## config.mk

```make
export PLATFORM = sky130hd
export DESIGN_NAME = vic_ctrl
export DESIGN_NICKNAME = d
export VERILOG_FILES = /design/src/hdl/vic_pkg.sv /design/src/hdl/vic_prio_enc.sv /design/src/hdl/vic_ctrl.sv
export SDC_FILE = /design/constraint.sdc
export NUM_CORES = 1
export LEC_CHECK = 0
export BUFFER_PORTS_ARGS = -buffer_cell sky130_fd_sc_hd__buf_2
export CAP_MARGIN = 25
export CORE_MARGIN = 2
export CORE_UTILIZATION = 45
export DETAILED_ROUTE_END_ITERATION = 16
export PLACE_DENSITY = 0.71
export SLEW_MARGIN = 20
export SYNTH_ARGS = -nofsm -noshare
export SYNTH_HDL_FRONTEND = slang
export SYNTH_SLANG_ARGS = --single-unit
```

## constraint.sdc

```tcl
create_clock -name sys_clk -period 4.3 [get_ports sys_clk]
set_clock_uncertainty 0.15 [all_clocks]
set_input_delay 1.29 -clock sys_clk [delete_from_list [all_inputs] [get_ports sys_clk]]
set_output_delay 1.29 -clock sys_clk [all_outputs]
set_load 0.01 [all_outputs]
```

## src/hdl/vic_pkg.sv

```systemverilog
// Constants shared by the vectored interrupt controller and its testbench.
// Assumes one 200 MHz system clock and a core that reaches the control registers through a select/write port.
package vic_pkg;

    // ==========================================================
    // Control register selects
    localparam logic [1:0] SEL_CTL_FIRST  = 2'h0;   // irq_control_first
    localparam logic [1:0] SEL_CTL_SECOND = 2'h1;   // irq_control_second
    localparam logic [1:0] SEL_SHV_FIRST  = 2'h2;   // shared_vector_control_first
    localparam logic [1:0] SEL_SHV_SECOND = 2'h3;   // shared_vector_control_second

    // ==========================================================
    // Implemented bits and reset values
    localparam logic [7:0] MASK_CTL_FIRST  = 8'h7f;
    localparam logic [7:0] MASK_CTL_SECOND = 8'h77;
    localparam logic [7:0] MASK_SHV_FIRST  = 8'hff;
    localparam logic [7:0] MASK_SHV_SECOND = 8'h77;
    localparam logic [7:0] RST_CTL         = 8'h00;

    // ==========================================================
    // Field positions
    localparam int BIT_GLOBAL   = 0;   // global_irq_enable in irq_control_first
    localparam int BIT_EN_LO    = 0;   // first enable bit of a dedicated pair
    localparam int BIT_FLAG_LO  = 4;   // first request flag bit of a register
    localparam int BIT_SHV_EN   = 0;   // shared_vector_control_first enables 3..0
    localparam int BIT_SHV_FLAG = 4;   // shared_vector_control_first flags 7..4

    // ==========================================================
    // Event inputs and vector slots
    localparam int NUM_EVENTS = 12;    // ext0 ext1 t0 t1 sim xp tb rtc adc spi1 t2 t3
    localparam int NUM_SLOTS  = 6;     // ext0 ext1 t0 t1 sim multi
    localparam logic [7:0] VEC_BASE = 8'h04;
    localparam logic [7:0] VEC_STEP = 8'h04;

    // ==========================================================
    // Timing, in instruction cycles after the sampling phase
    localparam logic [1:0] WAIT_NORMAL = 2'h1;
    localparam logic [1:0] WAIT_WAKE   = 2'h2;
    localparam int         CYCLE_DIV   = 4;    // system clocks per instruction cycle

    typedef enum logic [1:0] {ST_IDLE, ST_WAIT} vic_state_t;

endpackage : vic_pkg

```

## src/hdl/vic_prio_enc.sv

```systemverilog
// Fixed-priority encoder: the lowest index among the active requests wins.
// Assumes the caller has already gated each request with its enables.
module vic_prio_enc #(
    parameter int N = 6
) (
    input  wire logic [N-1:0]         req,
    output logic                      valid,
    output logic [$clog2(N)-1:0]      idx
);

    // ==========================================================
    // Elaboration check
    if (N < 2) begin : g_bad_n
        $error("vic_prio_enc needs at least two requests");
    end

    // ==========================================================
    // Search from the top so the lowest index is written last and wins
    always_comb begin
        valid = 1'b0;
        idx   = '0;
        for (int i = N - 1; i >= 0; i--) begin
            if (req[i]) begin
                valid = 1'b1;
                idx   = i[$clog2(N)-1:0];
            end
        end
    end

endmodule : vic_prio_enc

```

## src/hdl/vic_ctrl.sv

```systemverilog
// Vectored interrupt controller: request flags, enables, priority pick and the vector call towards the core.
// Assumes the core writes the four control registers through the select port and owns the program counter and stack.
// Overview of operation
// - Triggering event always sets its flag
// - Flag calls vector only when enabled
// - Global enable low blocks every call
// - Every source has its own enable bit
// - Call pushes next address, loads vector
// - Return instruction pops the saved address
// - Entering service clears global enable
// - Requests while blocked stay latched
// - Full stack withholds acknowledgement
// - Normal latency two or three cycles
// - Wake latency three or four cycles
// - Requests sampled on next second phase
// - Ext0 04, ext1 08, timer0 0C
// - Timer1 10, serial 14, rest 18
// - External beats internal when simultaneous
// - Any flag set wakes sleeping core
// - Serviced slot flag clears; sub-flags stay
// - Global enable bit0, resets to zero
module vic_ctrl
    import vic_pkg::*;
#(
    parameter int DIV = vic_pkg::CYCLE_DIV
) (
    input  wire logic                          sys_clk,
    input  wire logic                          srst,
    input  wire logic [vic_pkg::NUM_EVENTS-1:0] src_event,
    input  wire logic                          sfr_wr,
    input  wire logic [1:0]                    sfr_sel,
    input  wire logic [7:0]                    sfr_wdata,
    input  wire logic                          stack_full,
    input  wire logic                          return_from_interrupt_exec,
    input  wire logic                          core_asleep,
    output logic [7:0]                         irq_control_first,
    output logic [7:0]                         irq_control_second,
    output logic [7:0]                         shared_vector_control_first,
    output logic [7:0]                         shared_vector_control_second,
    output logic                               second_clock_phase,
    output logic                               stack_push,
    output logic                               pc_load,
    output logic [7:0]                         pc_load_value,
    output logic                               stack_pop,
    output logic                               wake_req
);
    import vic_pkg::*;

    // ==========================================================
    // Elaboration check
    if (DIV < 2 || DIV > 255) begin : g_bad_div
        $error("vic_ctrl DIV must lie in 2..255");
    end

    // ==========================================================
    // Declarations
    logic [7:0]           cf_r, cs_r, sf_r, ss_r;
    logic [7:0]           cf_nxt, cs_nxt, sf_nxt, ss_nxt;
    logic [7:0]           set_cf, set_cs, set_sf, set_ss;
    logic [7:0]           clr_cf, clr_cs;
    logic [7:0]           div_r;
    logic                 phase;
    logic                 mf_set;
    logic [NUM_SLOTS-1:0] pend;
    logic                 pick_valid;
    logic [2:0]           pick_idx;
    logic [2:0]           slot_r;
    logic [1:0]           wait_r;
    vic_state_t           st_r;
    logic                 take_now;
    logic                 jump_r;
    logic [7:0]           vec_r;
    logic                 pop_r;
    logic                 wake_r;
    logic                 allowed;

    // Vector address of a slot: 04H for the first, stepping by four
    function automatic logic [7:0] slot_vector(input logic [2:0] s);
        slot_vector = 8'(VEC_BASE + 8'(s) * VEC_STEP);
    endfunction : slot_vector

    // Register value after a write of the core, masked to implemented bits
    function automatic logic [7:0] wr_val(input logic [7:0] cur, input logic hit,
                                          input logic [7:0] d, input logic [7:0] m);
        wr_val = hit ? (d & m) : cur;
    endfunction : wr_val

    // ==========================================================
    // Instruction cycle divider: one pulse per cycle marks the sampling phase
    always_ff @(posedge sys_clk) begin
        if (srst) begin
            div_r <= 8'h00;
        end else if (div_r == 8'(DIV - 1)) begin
            div_r <= 8'h00;
        end else begin
            div_r <= div_r + 8'h01;
        end
    end
    assign phase              = (div_r == 8'(DIV - 1));
    assign second_clock_phase = phase;

    // ==========================================================
    // Flag set terms; shared sources only raise the multi flag when enabled
    assign mf_set = |({src_event[5], src_event[6], src_event[7], src_event[8]} & sf_r[3:0])
                  | |({src_event[11], src_event[10], src_event[9]} & ss_r[2:0]);
    assign set_cf = {1'b0, src_event[2], src_event[1], src_event[0], 4'h0};
    assign set_cs = {1'b0, mf_set, src_event[4], src_event[3], 4'h0};
    assign set_sf = {src_event[5], src_event[6], src_event[7], src_event[8], 4'h0};
    assign set_ss = {1'b0, src_event[11], src_event[10], src_event[9], 4'h0};

    // Clear terms at vector entry: serviced flag and the global enable
    always_comb begin
        clr_cf = 8'h00;
        clr_cs = 8'h00;
        if (take_now) begin
            clr_cf[BIT_GLOBAL] = 1'b1;
            if (slot_r < 3'd3) begin
                clr_cf[BIT_FLAG_LO + 32'(slot_r)] = 1'b1;
            end else begin
                clr_cs[BIT_FLAG_LO + 32'(slot_r) - 3] = 1'b1;
            end
        end
    end

    // Set wins over both the core write and the service clear, so no event is lost
    assign cf_nxt = (wr_val(cf_r, sfr_wr && sfr_sel == SEL_CTL_FIRST, sfr_wdata, MASK_CTL_FIRST)
                    & ~clr_cf) | set_cf;
    assign cs_nxt = (wr_val(cs_r, sfr_wr && sfr_sel == SEL_CTL_SECOND, sfr_wdata, MASK_CTL_SECOND)
                    & ~clr_cs) | set_cs;
    assign sf_nxt = wr_val(sf_r, sfr_wr && sfr_sel == SEL_SHV_FIRST, sfr_wdata, MASK_SHV_FIRST) | set_sf;
    assign ss_nxt = wr_val(ss_r, sfr_wr && sfr_sel == SEL_SHV_SECOND, sfr_wdata, MASK_SHV_SECOND) | set_ss;

    // Control registers; everything off after reset
    always_ff @(posedge sys_clk) begin
        if (srst) begin
            cf_r <= RST_CTL;
            cs_r <= RST_CTL;
            sf_r <= RST_CTL;
            ss_r <= RST_CTL;
        end else begin
            cf_r <= cf_nxt;
            cs_r <= cs_nxt;
            sf_r <= sf_nxt;
            ss_r <= ss_nxt;
        end
    end
    assign irq_control_first            = cf_r;
    assign irq_control_second           = cs_r;
    assign shared_vector_control_first  = sf_r;
    assign shared_vector_control_second = ss_r;

    // ==========================================================
    // Enabled pending requests per vector slot, in priority order
    assign pend[0] = cf_r[BIT_FLAG_LO]     & cf_r[BIT_EN_LO + 1];
    assign pend[1] = cf_r[BIT_FLAG_LO + 1] & cf_r[BIT_EN_LO + 2];
    assign pend[2] = cf_r[BIT_FLAG_LO + 2] & cf_r[BIT_EN_LO + 3];
    assign pend[3] = cs_r[BIT_FLAG_LO]     & cs_r[BIT_EN_LO];
    assign pend[4] = cs_r[BIT_FLAG_LO + 1] & cs_r[BIT_EN_LO + 1];
    assign pend[5] = cs_r[BIT_FLAG_LO + 2] & cs_r[BIT_EN_LO + 2];

    // Lowest slot wins, so external pins come before every internal source
    vic_prio_enc #(
        .N (NUM_SLOTS)
    ) u_prio (
        .req   (pend),
        .valid (pick_valid),
        .idx   (pick_idx)
    );

    // Global enable and a free stack slot both gate acknowledgement
    assign allowed  = cf_r[BIT_GLOBAL] && !stack_full;
    assign take_now = (st_r == ST_WAIT) && phase && (wait_r == 2'h1) && allowed && pend[slot_r];

    // ==========================================================
    // Sequencer: sample on a phase pulse, call the vector one or two cycles later
    always_ff @(posedge sys_clk) begin
        if (srst) begin
            st_r   <= ST_IDLE;
            slot_r <= 3'h0;
            wait_r <= 2'h0;
        end else begin
            case (st_r)
                ST_IDLE: begin
                    if (phase && allowed && pick_valid) begin
                        st_r   <= ST_WAIT;
                        slot_r <= pick_idx;
                        wait_r <= core_asleep ? WAIT_WAKE : WAIT_NORMAL;
                    end
                end
                ST_WAIT: begin
                    if (phase) begin
                        if (wait_r != 2'h1) begin
                            wait_r <= wait_r - 2'h1;
                        end else if (take_now || !pend[slot_r] || !cf_r[BIT_GLOBAL]) begin
                            st_r <= ST_IDLE;                                           // Done or withdrawn
                        end
                        // A full stack keeps the request waiting here
                    end
                end
                default: begin
                    st_r <= ST_IDLE;
                end
            endcase
        end
    end

    // ==========================================================
    // Vector call towards the core; push and load share one pulse
    always_ff @(posedge sys_clk) begin
        if (srst) begin
            jump_r <= 1'b0;
            vec_r  <= 8'h00;
        end else begin
            jump_r <= take_now;
            if (take_now) begin
                vec_r <= slot_vector(slot_r);
            end
        end
    end
    assign stack_push    = jump_r;
    assign pc_load       = jump_r;
    assign pc_load_value = vec_r;

    // Return and wake pulses; wake only means something while the core sleeps
    always_ff @(posedge sys_clk) begin
        if (srst) begin
            pop_r  <= 1'b0;
            wake_r <= 1'b0;
        end else begin
            pop_r  <= return_from_interrupt_exec;
            wake_r <= core_asleep && (|(set_cf & ~cf_r) || |(set_cs & ~cs_r)
                      || |(set_sf & ~sf_r) || |(set_ss & ~ss_r));
        end
    end
    assign stack_pop = pop_r;
    assign wake_req  = wake_r;

    // ==========================================================
    // Assertions
    // Entry and gating: the call itself must leave the controller blocked
    glob_clear_a: assert property (@(posedge sys_clk) disable iff (srst)
        jump_r |-> !cf_r[BIT_GLOBAL])
        else $error("global enable still set after vector entry");
    glob_block_a: assert property (@(posedge sys_clk) disable iff (srst)
        jump_r |-> $past(cf_r[BIT_GLOBAL]))
        else $error("vector call with global enable low");
    stack_hold_a: assert property (@(posedge sys_clk) disable iff (srst)
        jump_r |-> !$past(stack_full))
        else $error("vector call while stack full");
    ext0_vec_a: assert property (@(posedge sys_clk) disable iff (srst)
        (jump_r && pc_load_value == 8'h04) |-> $past(cf_r[BIT_EN_LO + 1]))
        else $error("ext0 vector taken while disabled");
    vec_range_a: assert property (@(posedge sys_clk) disable iff (srst)
        jump_r |-> (pc_load_value inside {8'h04, 8'h08, 8'h0c, 8'h10, 8'h14, 8'h18}))
        else $error("vector address outside table");
    // Flags: set always wins, service clears only the winner; reset clears the registers, return pops the stack
    flag_set_a: assert property (@(posedge sys_clk) disable iff (srst)
        src_event[0] |=> cf_r[BIT_FLAG_LO])
        else $error("ext0 event did not set its flag");
    held_flag_a: assert property (@(posedge sys_clk) disable iff (srst)
        (src_event[1] && !cf_r[BIT_GLOBAL]) |=> cf_r[BIT_FLAG_LO + 1])
        else $error("blocked ext1 request was not latched");
    flag_clear_a: assert property (@(posedge sys_clk) disable iff (srst)
        (take_now && slot_r == 3'h0 && !src_event[0]) |=> !cf_r[BIT_FLAG_LO])
        else $error("serviced ext0 flag not cleared");
    rst_clear_a: assert property (@(posedge sys_clk) disable iff (srst)
        $past(srst) |-> (cf_r == RST_CTL && cs_r == RST_CTL && sf_r == RST_CTL && ss_r == RST_CTL))
        else $error("control registers not cleared by reset");
    ret_pop_a: assert property (@(posedge sys_clk) disable iff (srst)
        return_from_interrupt_exec |=> stack_pop)
        else $error("return did not pop the stack");
    // Timing: sampling only on phase pulses, which never come back to back
    jump_phase_a: assert property (@(posedge sys_clk) disable iff (srst)
        jump_r |-> $past(phase) && $past(st_r == ST_WAIT))
        else $error("vector call off the sampling phase");
    phase_gap_a: assert property (@(posedge sys_clk) disable iff (srst)
        phase |=> !phase)
        else $error("sampling phase lasted more than one clock");
    wake_wait_a: assert property (@(posedge sys_clk) disable iff (srst)
        (st_r == ST_IDLE && phase && allowed && pick_valid && core_asleep) |=> wait_r == WAIT_WAKE)
        else $error("request captured asleep without the wake delay");
    // Priority is judged at capture; a request arriving after sampling waits its turn; a new flag wakes a sleeping core
    ext_first_a: assert property (@(posedge sys_clk) disable iff (srst)
        (st_r == ST_IDLE && phase && allowed && pend[0]) |=> slot_r == 3'h0)
        else $error("external request lost its priority");
    wake_a: assert property (@(posedge sys_clk) disable iff (srst)
        (core_asleep && src_event[0] && !cf_r[BIT_FLAG_LO]) |=> wake_req)
        else $error("flag set did not wake the core");

    call_c:   cover property (@(posedge sys_clk) disable iff (srst) jump_r);
    multi_c:  cover property (@(posedge sys_clk) disable iff (srst) jump_r && pc_load_value == 8'h18);
    held_c:   cover property (@(posedge sys_clk) disable iff (srst) st_r == ST_WAIT && phase && stack_full);
    wakeup_c: cover property (@(posedge sys_clk) disable iff (srst) wake_req ##[1:40] jump_r);

endmodule : vic_ctrl

```

==> results.cfg, run 1 <==
[run_status]
status = finished, final reports clean

[synthesis]
synth_top_area_cell = dfxtp_1
yosysWarnings = 0
async_flop_share_pct = 0
ys_ff_latch = 51
synth_edf_count = 0
ys_top_cells_by_area = dfxtp_1 (40%), mux2i_1 (9.7%), nor2_1 (3.9%), inv_1 (2.6%), nand2_1 (2.3%)
netlist.area_leader.share_pct = 39.7
synthFlopType = dfxtp_1
avgSynthCellArea_um2 = 8.94
ys_seq_area_share_pct = 39.7
netlist_area_mm2 = 0.00257
ys_types = 58
netlist_instances = 288

[sta]
finalSetupTns_ps = 0
period_minus_slack_ps = 3500
rsz0062_at_grt = false
min_period_over_period_pct = 81.4
worstMarginPinSlew_ps = 767
slew_viol_final = 0
fmax_mhz = 286
setup_violations = 0
hold_violations = 0
slew_headroom_pct = 48.2

[die]
design.core.area_mm2 = 0.00551
die-area_mm2 = 0.00634
row_count = 27
io-pin-count = 73
die_x_um = 79.6
die_h_um = 79.6
initial_core_util_pct = 46.7

[final_layout]
antenna_cells = 0
fillers = 540
syn_to_final_growth_pct = 18.7
multiInputGateArea_mm2 = 0.00140
drive_above_1_share_pct = 24.3
register_area_mm2 = 0.00102
fin_nets = 380
fin_util_pct = 55.5

[hold_path]
hp-class = register to register
min_from = irq_control_second[3]
whs_path_depth = 2
hold-path-endpoint = irq_control_second[3]

[cts]
cts-htree-levels = 2
cts_resized = 0
cts_setup_buffers = 0
tritoncts = yes
cts-root-buf = clkbuf_8
clock_latency_ps = 300
numClockSinks = 51
hold_buffers = 0
clk_pin_slew_ps = 90
cts_buffers = 5
clockBufferDepth = 2

[global_routing]
grt_max_degree = 57
grt.total_usage_pct = 21.6
antenna_found_initial = 0
grt_overflow = 0
grt_pass1_wl_mm = 10.6
grt_pass1_vias = 2144

[critical_path]
r2r_cells = 5
cp_slowest_cell = or3b_1
end_kind = output port
worst_setup_path_start_kind = register
crit_fanout = 9
timing.rr.start = div_r[0]
timing.rr.end = wait_r[1]
cp.arrival_ps = 2060
cp_cell_sequence = ha_1, or3b_1, or2_1, clkinv_1, buf_2
criticalPathCategory = register to output port
crit_start = div_r[0]
critPathMaxStageDelay_ps = 430
critPathRequiredTime_ps = 2860
reg2reg_slack_ps = 1810

[power]
powerDensity_mw_per_mm2 = 317
p_leak_uw = 0.00139
ir_worst_vdd_mv = 0.180

[place]
gp_congestion = 0.879
io_buffers = 66
dp_hpwl_mm = 4.91

[routing]
routed_wirelength_mm = 6.54
route.detailed.drc = 0
vias = 2358
vias_per_cell = 5.59
routedWlPerCell_um = 15.5
ant_nets = 0
drtPass1Iterations = 5
drt_iter0_markers = 173

[job]
drv_cap = 0
-- cell usage after synthesis (2+ instances only) --
cell / n
mux2_4: 2
clkbuf_1: 9
nor3_1: 10
a311oi_1: 2
buf_4: 7
xor2_1: 5
a211o_1: 2
a21oi_1: 11
and3b_1: 2
nor4_1: 3
or3_1: 7
buf_1: 2
and3_1: 5
a221oi_1: 3
a31oi_1: 5
nor3b_1: 5
mux2i_1: 25
a22oi_1: 4
inv_1: 18
nand3b_1: 2
nand2b_1: 5
nand2_1: 16
or4_4: 2
o21ai_0: 3
or4_1: 2
ha_1: 3
dfxtp_1: 51
nor2_1: 27
xnor2_1: 2
nor2b_1: 8
a22o_1: 2
nand3_1: 7
o22ai_1: 6
-- worst max path at each step --
stage | to | slack (ps) | cells past startpoint
after floorplan | second_clock_phase | 1370 | 5
after global placement | second_clock_phase | 1190 | 5
after detailed placement | second_clock_phase | 1130 | 5
after CTS | second_clock_phase | 780 | 5
after global routing | second_clock_phase | 650 | 5
final | second_clock_phase | 800 | 5
-- kinds of logic after synthesis --
family	share of synthesized area (%)
DFF	39.7
and+or+nand+nor	21.7
muxes	12.2
xor gates and xnor gates	2.38
buffers and inverters	6.61
AOI/OAI and AO/OA	15.8
adders and majority gates	1.46
other	0.146
-- layer usage --
layer / vias to the layer above / wire (um) / track usage (%)
li1: 1147 / - / -
met1: 1117 / 2930 / 30.7
met2: 85 / 2960 / 32.5
met3: 9 / 541 / 4.64
met4: 0 / 106 / 6.90
met5: - / 0 / 0
-- where the power goes --
group	switching (uW)	internal, uW	leakage [uW]
sequential	21.1	491	0.000417
clock	160	173	0.0000581
combinational	69.6	53.7	0.000913
total	251	718	0.00139
-- final cells by class --
| type | instances | area share (%) |
|---|---|---|
| Timing Repair Buffer | 68 | 11.7 |
| Tap cell | 72 | 2.95 |
| Clock buffer | 5 | 2.25 |
| Sequential cell | 51 | 33.4 |
| Multi-Input combinational cell | 204 | 45.9 |
| Clock inverter | 3 | 1.43 |
| Inverter | 19 | 2.34 |
-- registers in the layout (all words and copies together) (netlist names) --
register and cells:
div_r 8, irq_control_first 8, irq_control_second 8, pc_load 1, pc_load_value 4, shared_vector_control_first 8
shared_vector_control_second 6, slot_r 3, st_r 1, stack_pop 1, wait_r 2, wake_req 1
-- layout by cell type, fill, tap and decap left out, drive strengths merged, types with 2 or more instances in the layout --
cell	synthesis	final
xnor2	2	2
a31oi	5	5
o21ai	3	3
a221oi	3	3
a22o	2	2
nand2b	5	5
conb	1	6
clkbuf	9	5
dfxtp	51	51
a21oi	11	11
nor2	27	27
nand2	16	16
ha	3	3
mux2	3	3
nand3	7	7
a211o	2	2
mux2i	25	25
xor2	5	5
a311oi	2	2
a22oi	4	4
and3	5	5
nand3b	2	2
o22ai	6	6
buf	10	68
nor3	10	10
inv	18	18
nor2b	8	8
nor4	3	3
nor3b	5	5
clkinv	1	3
or3	8	8
or4	4	4
and3b	2	2
o32ai	2	2
-- worst max-delay path: cells and delay by family, from the launching register on --
kind	cells	cell delay (ps)
buf+inv	2	340
fa+ha+maj	1	250
flops	1	400
simple gates	2	760
-- metrics by stage --
stage | std cells | power, uW | area [um^2] | hold WS, ps | setup WS, ps
2_1_floorplan | 293 | 594 | 2590 | 307 | 1370
3_3_place_gp | 413 | 640 | 2920 | 277 | 1190
3_5_place_dp | 413 | 644 | 2920 | 279 | 1130
4_1_cts | 421 | 975 | 3030 | 291 | 784
5_1_grt | 422 | 1010 | 3050 | 331 | 649
6_report | 422 | 969 | 3050 | 288 | 799
(Power assumes the default switching activity.)
==> run 2, diff against run 1 <==
clock period = 3.6 ns   (was 4.3 ns; I/O delays follow)
==> run 2 against run 1 <==
Compared with the run above: first-iteration DRC count unchanged; largest power group unchanged; final cell count up 0.24%; largest cell class unchanged; utilization down 0.59 points; critical path type unchanged; sequential cell count unchanged; critical endpoint unchanged; register-to-register slack worse by 720 ps; sequential share of layout area up 0.36 points; non-clock buffer count up 1; clock power down 4%; sequential power up 19%; global-route usage down 0.23 points; count of clock-buffer cells in the layout up 1; setup slack worse by 530 ps.
==> results.cfg, run 2 (synthesized netlist as in run 1, its figures left out) <==
[place]
io_buffers = 66
placedCellCount = 415
dp_hpwl_mm = 4.94
place_area_mm2 = 0.00294
gp_congestion = 0.890

[final_layout]
fillers = 531
antenna_cells = 0
layout_commonest_cell = buf_2
fin_nets = 381
drive_above_1_share_pct = 24.2
finalNonFillerCells = 423
layout_common_cells = buf_2 (66), dfxtp_1 (51), nor2_1 (27), mux2i_1 (25), inv_1 (18)
syn_to_final_growth_pct = 17.4
fin_area_mm2 = 0.00302

[sta]
min_period_over_period_pct = 92.5
worstMarginPinSlew_ps = 716
rsz0062_at_grt = false
hold_violations = 0
setup_violations = 0
period_minus_slack_ps = 3330
fmax_mhz = 300
slew_viol_final = 0
slew_headroom_pct = 51.8
finalSetupTns_ps = 0

[die]
initial_core_util_pct = 46.7
die_h_um = 79.6
io-pin-count = 73
row_count = 27
die-area_mm2 = 0.00634
die_x_um = 79.6
design.core.area_mm2 = 0.00551

[hold_path]
whs_path_depth = 2
hold-path-endpoint = irq_control_second[3]
hp-class = register to register
min_from = irq_control_second[3]

[routing]
route.detailed.drc = 0
vias = 2366
vias_per_cell = 5.59
routedWlPerCell_um = 15.4
routed_wirelength_mm = 6.50
drt_iter0_markers = 173
ant_nets = 0
drtPass1Iterations = 4

[critical_path]
reg2reg_slack_ps = 1090
timing.rr.start = div_r[0]
cp.arrival_ps = 2100
criticalPathCategory = register to output port
end_kind = output port
critPathRequiredTime_ps = 2370
r2r_cells = 5
timing.rr.end = pc_load_value[4]
crit_fanout = 9
worst_setup_path_start_kind = register

[power]
ir_worst_vdd_mv = 0.187
p_leak_uw = 0.00137
powerDensity_mw_per_mm2 = 356

[cts]
cts-root-buf = clkbuf_8
cts_buffers = 5
clock_latency_ps = 300
hold_buffers = 0
clk_pin_slew_ps = 90
cts-htree-levels = 2
clockBufferDepth = 2
tritoncts = yes
numClockSinks = 51
cts_setup_buffers = 0
cts_resized = 0

[job]
drv_cap = 0

[global_routing]
grt_max_degree = 40
grt.total_usage_pct = 21.4
antenna_found_initial = 0
grt_pass1_wl_mm = 10.6
grt_pass1_vias = 2202
grt_overflow = 0

[run_status]
status = finished, final reports clean
==> run 2: changes by cell type in the layout (fill, tap and decap cells not counted), sizes merged <==
cell,change
buf,+1
bufinv,-1
clkbuf,+1
clkinv,-1
clkinvlp,+1
==> run 2: report_power, final <==
part	switching, uW	total [uW]	internal, uW
clock network	183	320	136
registers	24.9	611	587
logic	81.7	144	62.5
==> run 2: through the flow <==
stage / power [uW] / util (%) / hold WS [ps] / setup WS (ps)
after floorplan: 710 / - / 307 / 878
after global placement: 765 / 53.3 / 275 / 693
after detailed placement: 767 / 53.3 / 275 / 636
after CTS: 1080 / 54.9 / 287 / 286
after global routing: 1130 / 54.9 / 313 / 144
final: 1080 / 54.9 / 283 / 269
==> run 2: how the worst max path moves through the flow <==
stage / startpoint / to / slack (ps) / depth (start not counted)
2_1_floorplan: div_r[0] / second_clock_phase / 880 / 5
3_3_place_gp: div_r[0] / second_clock_phase / 690 / 5
3_5_place_dp: div_r[0] / second_clock_phase / 640 / 5
4_1_cts: div_r[0] / second_clock_phase / 290 / 5
5_1_grt: div_r[0] / second_clock_phase / 140 / 5
6_report: div_r[0] / second_clock_phase / 270 / 5
==> run 2: final cells by class <==
type | instances | area [um^2] | share of cell area [%]
clock buffer | 6 | 72.6 | 2.40
clock inverter | 2 | 12.5 | 0.414
inverter | 19 | 71.3 | 2.36
multi-input combinational | 204 | 1400 | 46.4
sequential | 51 | 1020 | 33.8
tap | 72 | 90.1 | 2.98
timing repair buffer | 69 | 353 | 11.7
==> run 2: metal layers <==
layer	up-vias	wire length [um]	share of wire (%)	track usage [%]
li1	1154	-	-	-
met1	1114	3000	46	29.2
met2	87	2920	45	33.2
met3	11	474	7.3	4.98
met4	0	104	1.6	7.07
met5	-	0	0	0
==> run 2: critical path: stages (launching register included) <==
cell and delay, ps:
dfxtp_1 410, ha_1 240, or3b_1 450, or2_1 340, clkinv_1 200, buf_2 160
==> run 3, diff against run 2 <==
RECOVER_POWER = 25   (was not set)
==> run 3 against run 2 <==
Compared with the run above: the run now ends with capacitance limit, slew limit left; critical path depth unchanged; cell area decreased by 0.62%; routed wire length about the same; final cell count did not move; sequential cell count stayed put; fmax about the same; count of clock-buffer cells in the layout stayed put; via count increased by 0.13%; sequential power hardly changed; die area unchanged; setup slack got worse by 2.1 ps.
==> results.cfg, run 3 (synthesized netlist as in run 1, its figures left out) <==
[place]
gp_congestion = 0.890
placedCellCount = 415
io_buffers = 66
dp_hpwl_mm = 4.94
place_ws_ps = 636

[cts]
tritoncts = yes
clock_latency_ps = 300
cts-htree-levels = 2
cts_setup_buffers = 0
cts_resized = 0
clk_pin_slew_ps = 90
hold_buffers = 0
clockBufferDepth = 2
cts_buffers = 5
numClockSinks = 51
cts-root-buf = clkbuf_8

[die]
initial_core_util_pct = 46.7
die_h_um = 79.6
die_x_um = 79.6
io-pin-count = 73
design.core.area_mm2 = 0.00551
row_count = 27
die-area_mm2 = 0.00634

[hold_path]
hp-class = register to register

[power]
powerDensity_mw_per_mm2 = 358
p_leak_uw = 0.00132
seqPwrFrac_pct = 56.9
p_clk_share_pct = 29.7
p_sw_share_pct = 27.0
cellInternalPower_uw = 785
total_power_uw = 1070
combinationalPowerShare_pct = 13.4
p_switching_uw = 290
ir_worst_vdd_mv = 0.187

[routing]
route.detailed.drc = 0
drtPass1Iterations = 4
ant_nets = 0
drt_iter0_markers = 175
routed_wirelength_mm = 6.50
vias_per_cell = 5.60
routedWlPerCell_um = 15.4
vias = 2369

[global_routing]
grt_overflow = 0
grt.total_usage_pct = 21.4
antenna_found_initial = 0
grt_max_degree = 40
grt_pass1_vias = 2202
grt_pass1_wl_mm = 10.6

[sta]
rsz0062_at_grt = false
min_period_over_period_pct = 92.6
slew_viol_final = 40
setup_violations = 0
finalSetupTns_ps = 0
fmax_mhz = 300
period_minus_slack_ps = 3330
worstMarginPinSlew_ps = 1660
hold_violations = 0
fin_ws_ps = 267
slew_headroom_pct = -10.5

[critical_path]
cp_cell_sequence = ha_1, or3b_1, or2_1, clkinv_1, buf_2
cp_slowest_cell = or3b_1
critPathMaxStageDelay_ps = 450
critPathRequiredTime_ps = 2370
criticalPathCategory = register to output port
worst_setup_path_start_kind = register
crit_fanout = 9
cp.arrival_ps = 2100
end_kind = output port

[final_layout]
fin_nets = 381
drive_above_1_share_pct = 20.5
syn_to_final_growth_pct = 16.7
finalNonFillerCells = 423
antenna_cells = 0
layout_commonest_cell = buf_2
layout_common_cells = buf_2 (54), dfxtp_1 (51), nor2_1 (27), mux2i_1 (25), inv_1 (18)

[run_status]
violations = capacitance limit, slew limit
status = finished with violations

[job]
drv_cap = 1
-- run 3: routing by layer --
| metal | wire length, um | track usage (%) | share of wire, % |
|---|---|---|---|
| met3 | 476 | 4.98 | 7.3 |
| met2 | 2920 | 33.2 | 45 |
| met1 | 3010 | 29.2 | 46 |
| met4 | 104 | 7.07 | 1.6 |
| met5 | 0 | 0 | 0 |
-- run 3: cell type report --
cell class | instances | area [um^2]
timing repair buffer | 69 | 334
multi-input combinational | 204 | 1400
sequential | 51 | 1020
clock buffer | 6 | 72.6
clock inverter | 2 | 12.5
inverter | 19 | 71.3
fill | 533 | 2500
tap | 72 | 90.1
-- run 3: metrics by stage --
stage | hold slack [ps] | util [%] | cell area (um^2)
after global routing | 315 | 54.5 | 3000
after CTS | 287 | 54.9 | 3020
after detailed placement | 275 | 53.3 | 2940
after floorplan | 307 | - | 2590
final | 286 | 54.5 | 3000
after global placement | 275 | 53.3 | 2940
-- run 3: power groups by stage --
stage / combinational, uW / clock [uW] / sequential (uW)
2_1_floorplan: 82.5 / 0 / 628
3_3_place_gp: 141 / 0 / 624
3_5_place_dp: 143 / 0 / 624
4_1_cts: 144 / 329 / 611
5_1_grt: 159 / 354 / 615
6_report: 144 / 320 / 612
-- run 3: critical path: cells and delay by family, from the launching register on --
family	cells	cell delay (ps)
simple gates	2	790
flops	1	410
buf+inv	2	360
fa+ha+maj	1	240
-- run 3: path summary, 6_finish.rpt --
kind / startpoint / end / slack, ps / cells past startpoint
max: div_r[0] / second_clock_phase / 270 / 5
max reg2reg: div_r[0] / pc_load_value[4] / 1090 / 5
min reg2reg: irq_control_second[3] / irq_control_second[3] / 290 / 2
min: irq_control_second[3] / irq_control_second[3] / 290 / 2
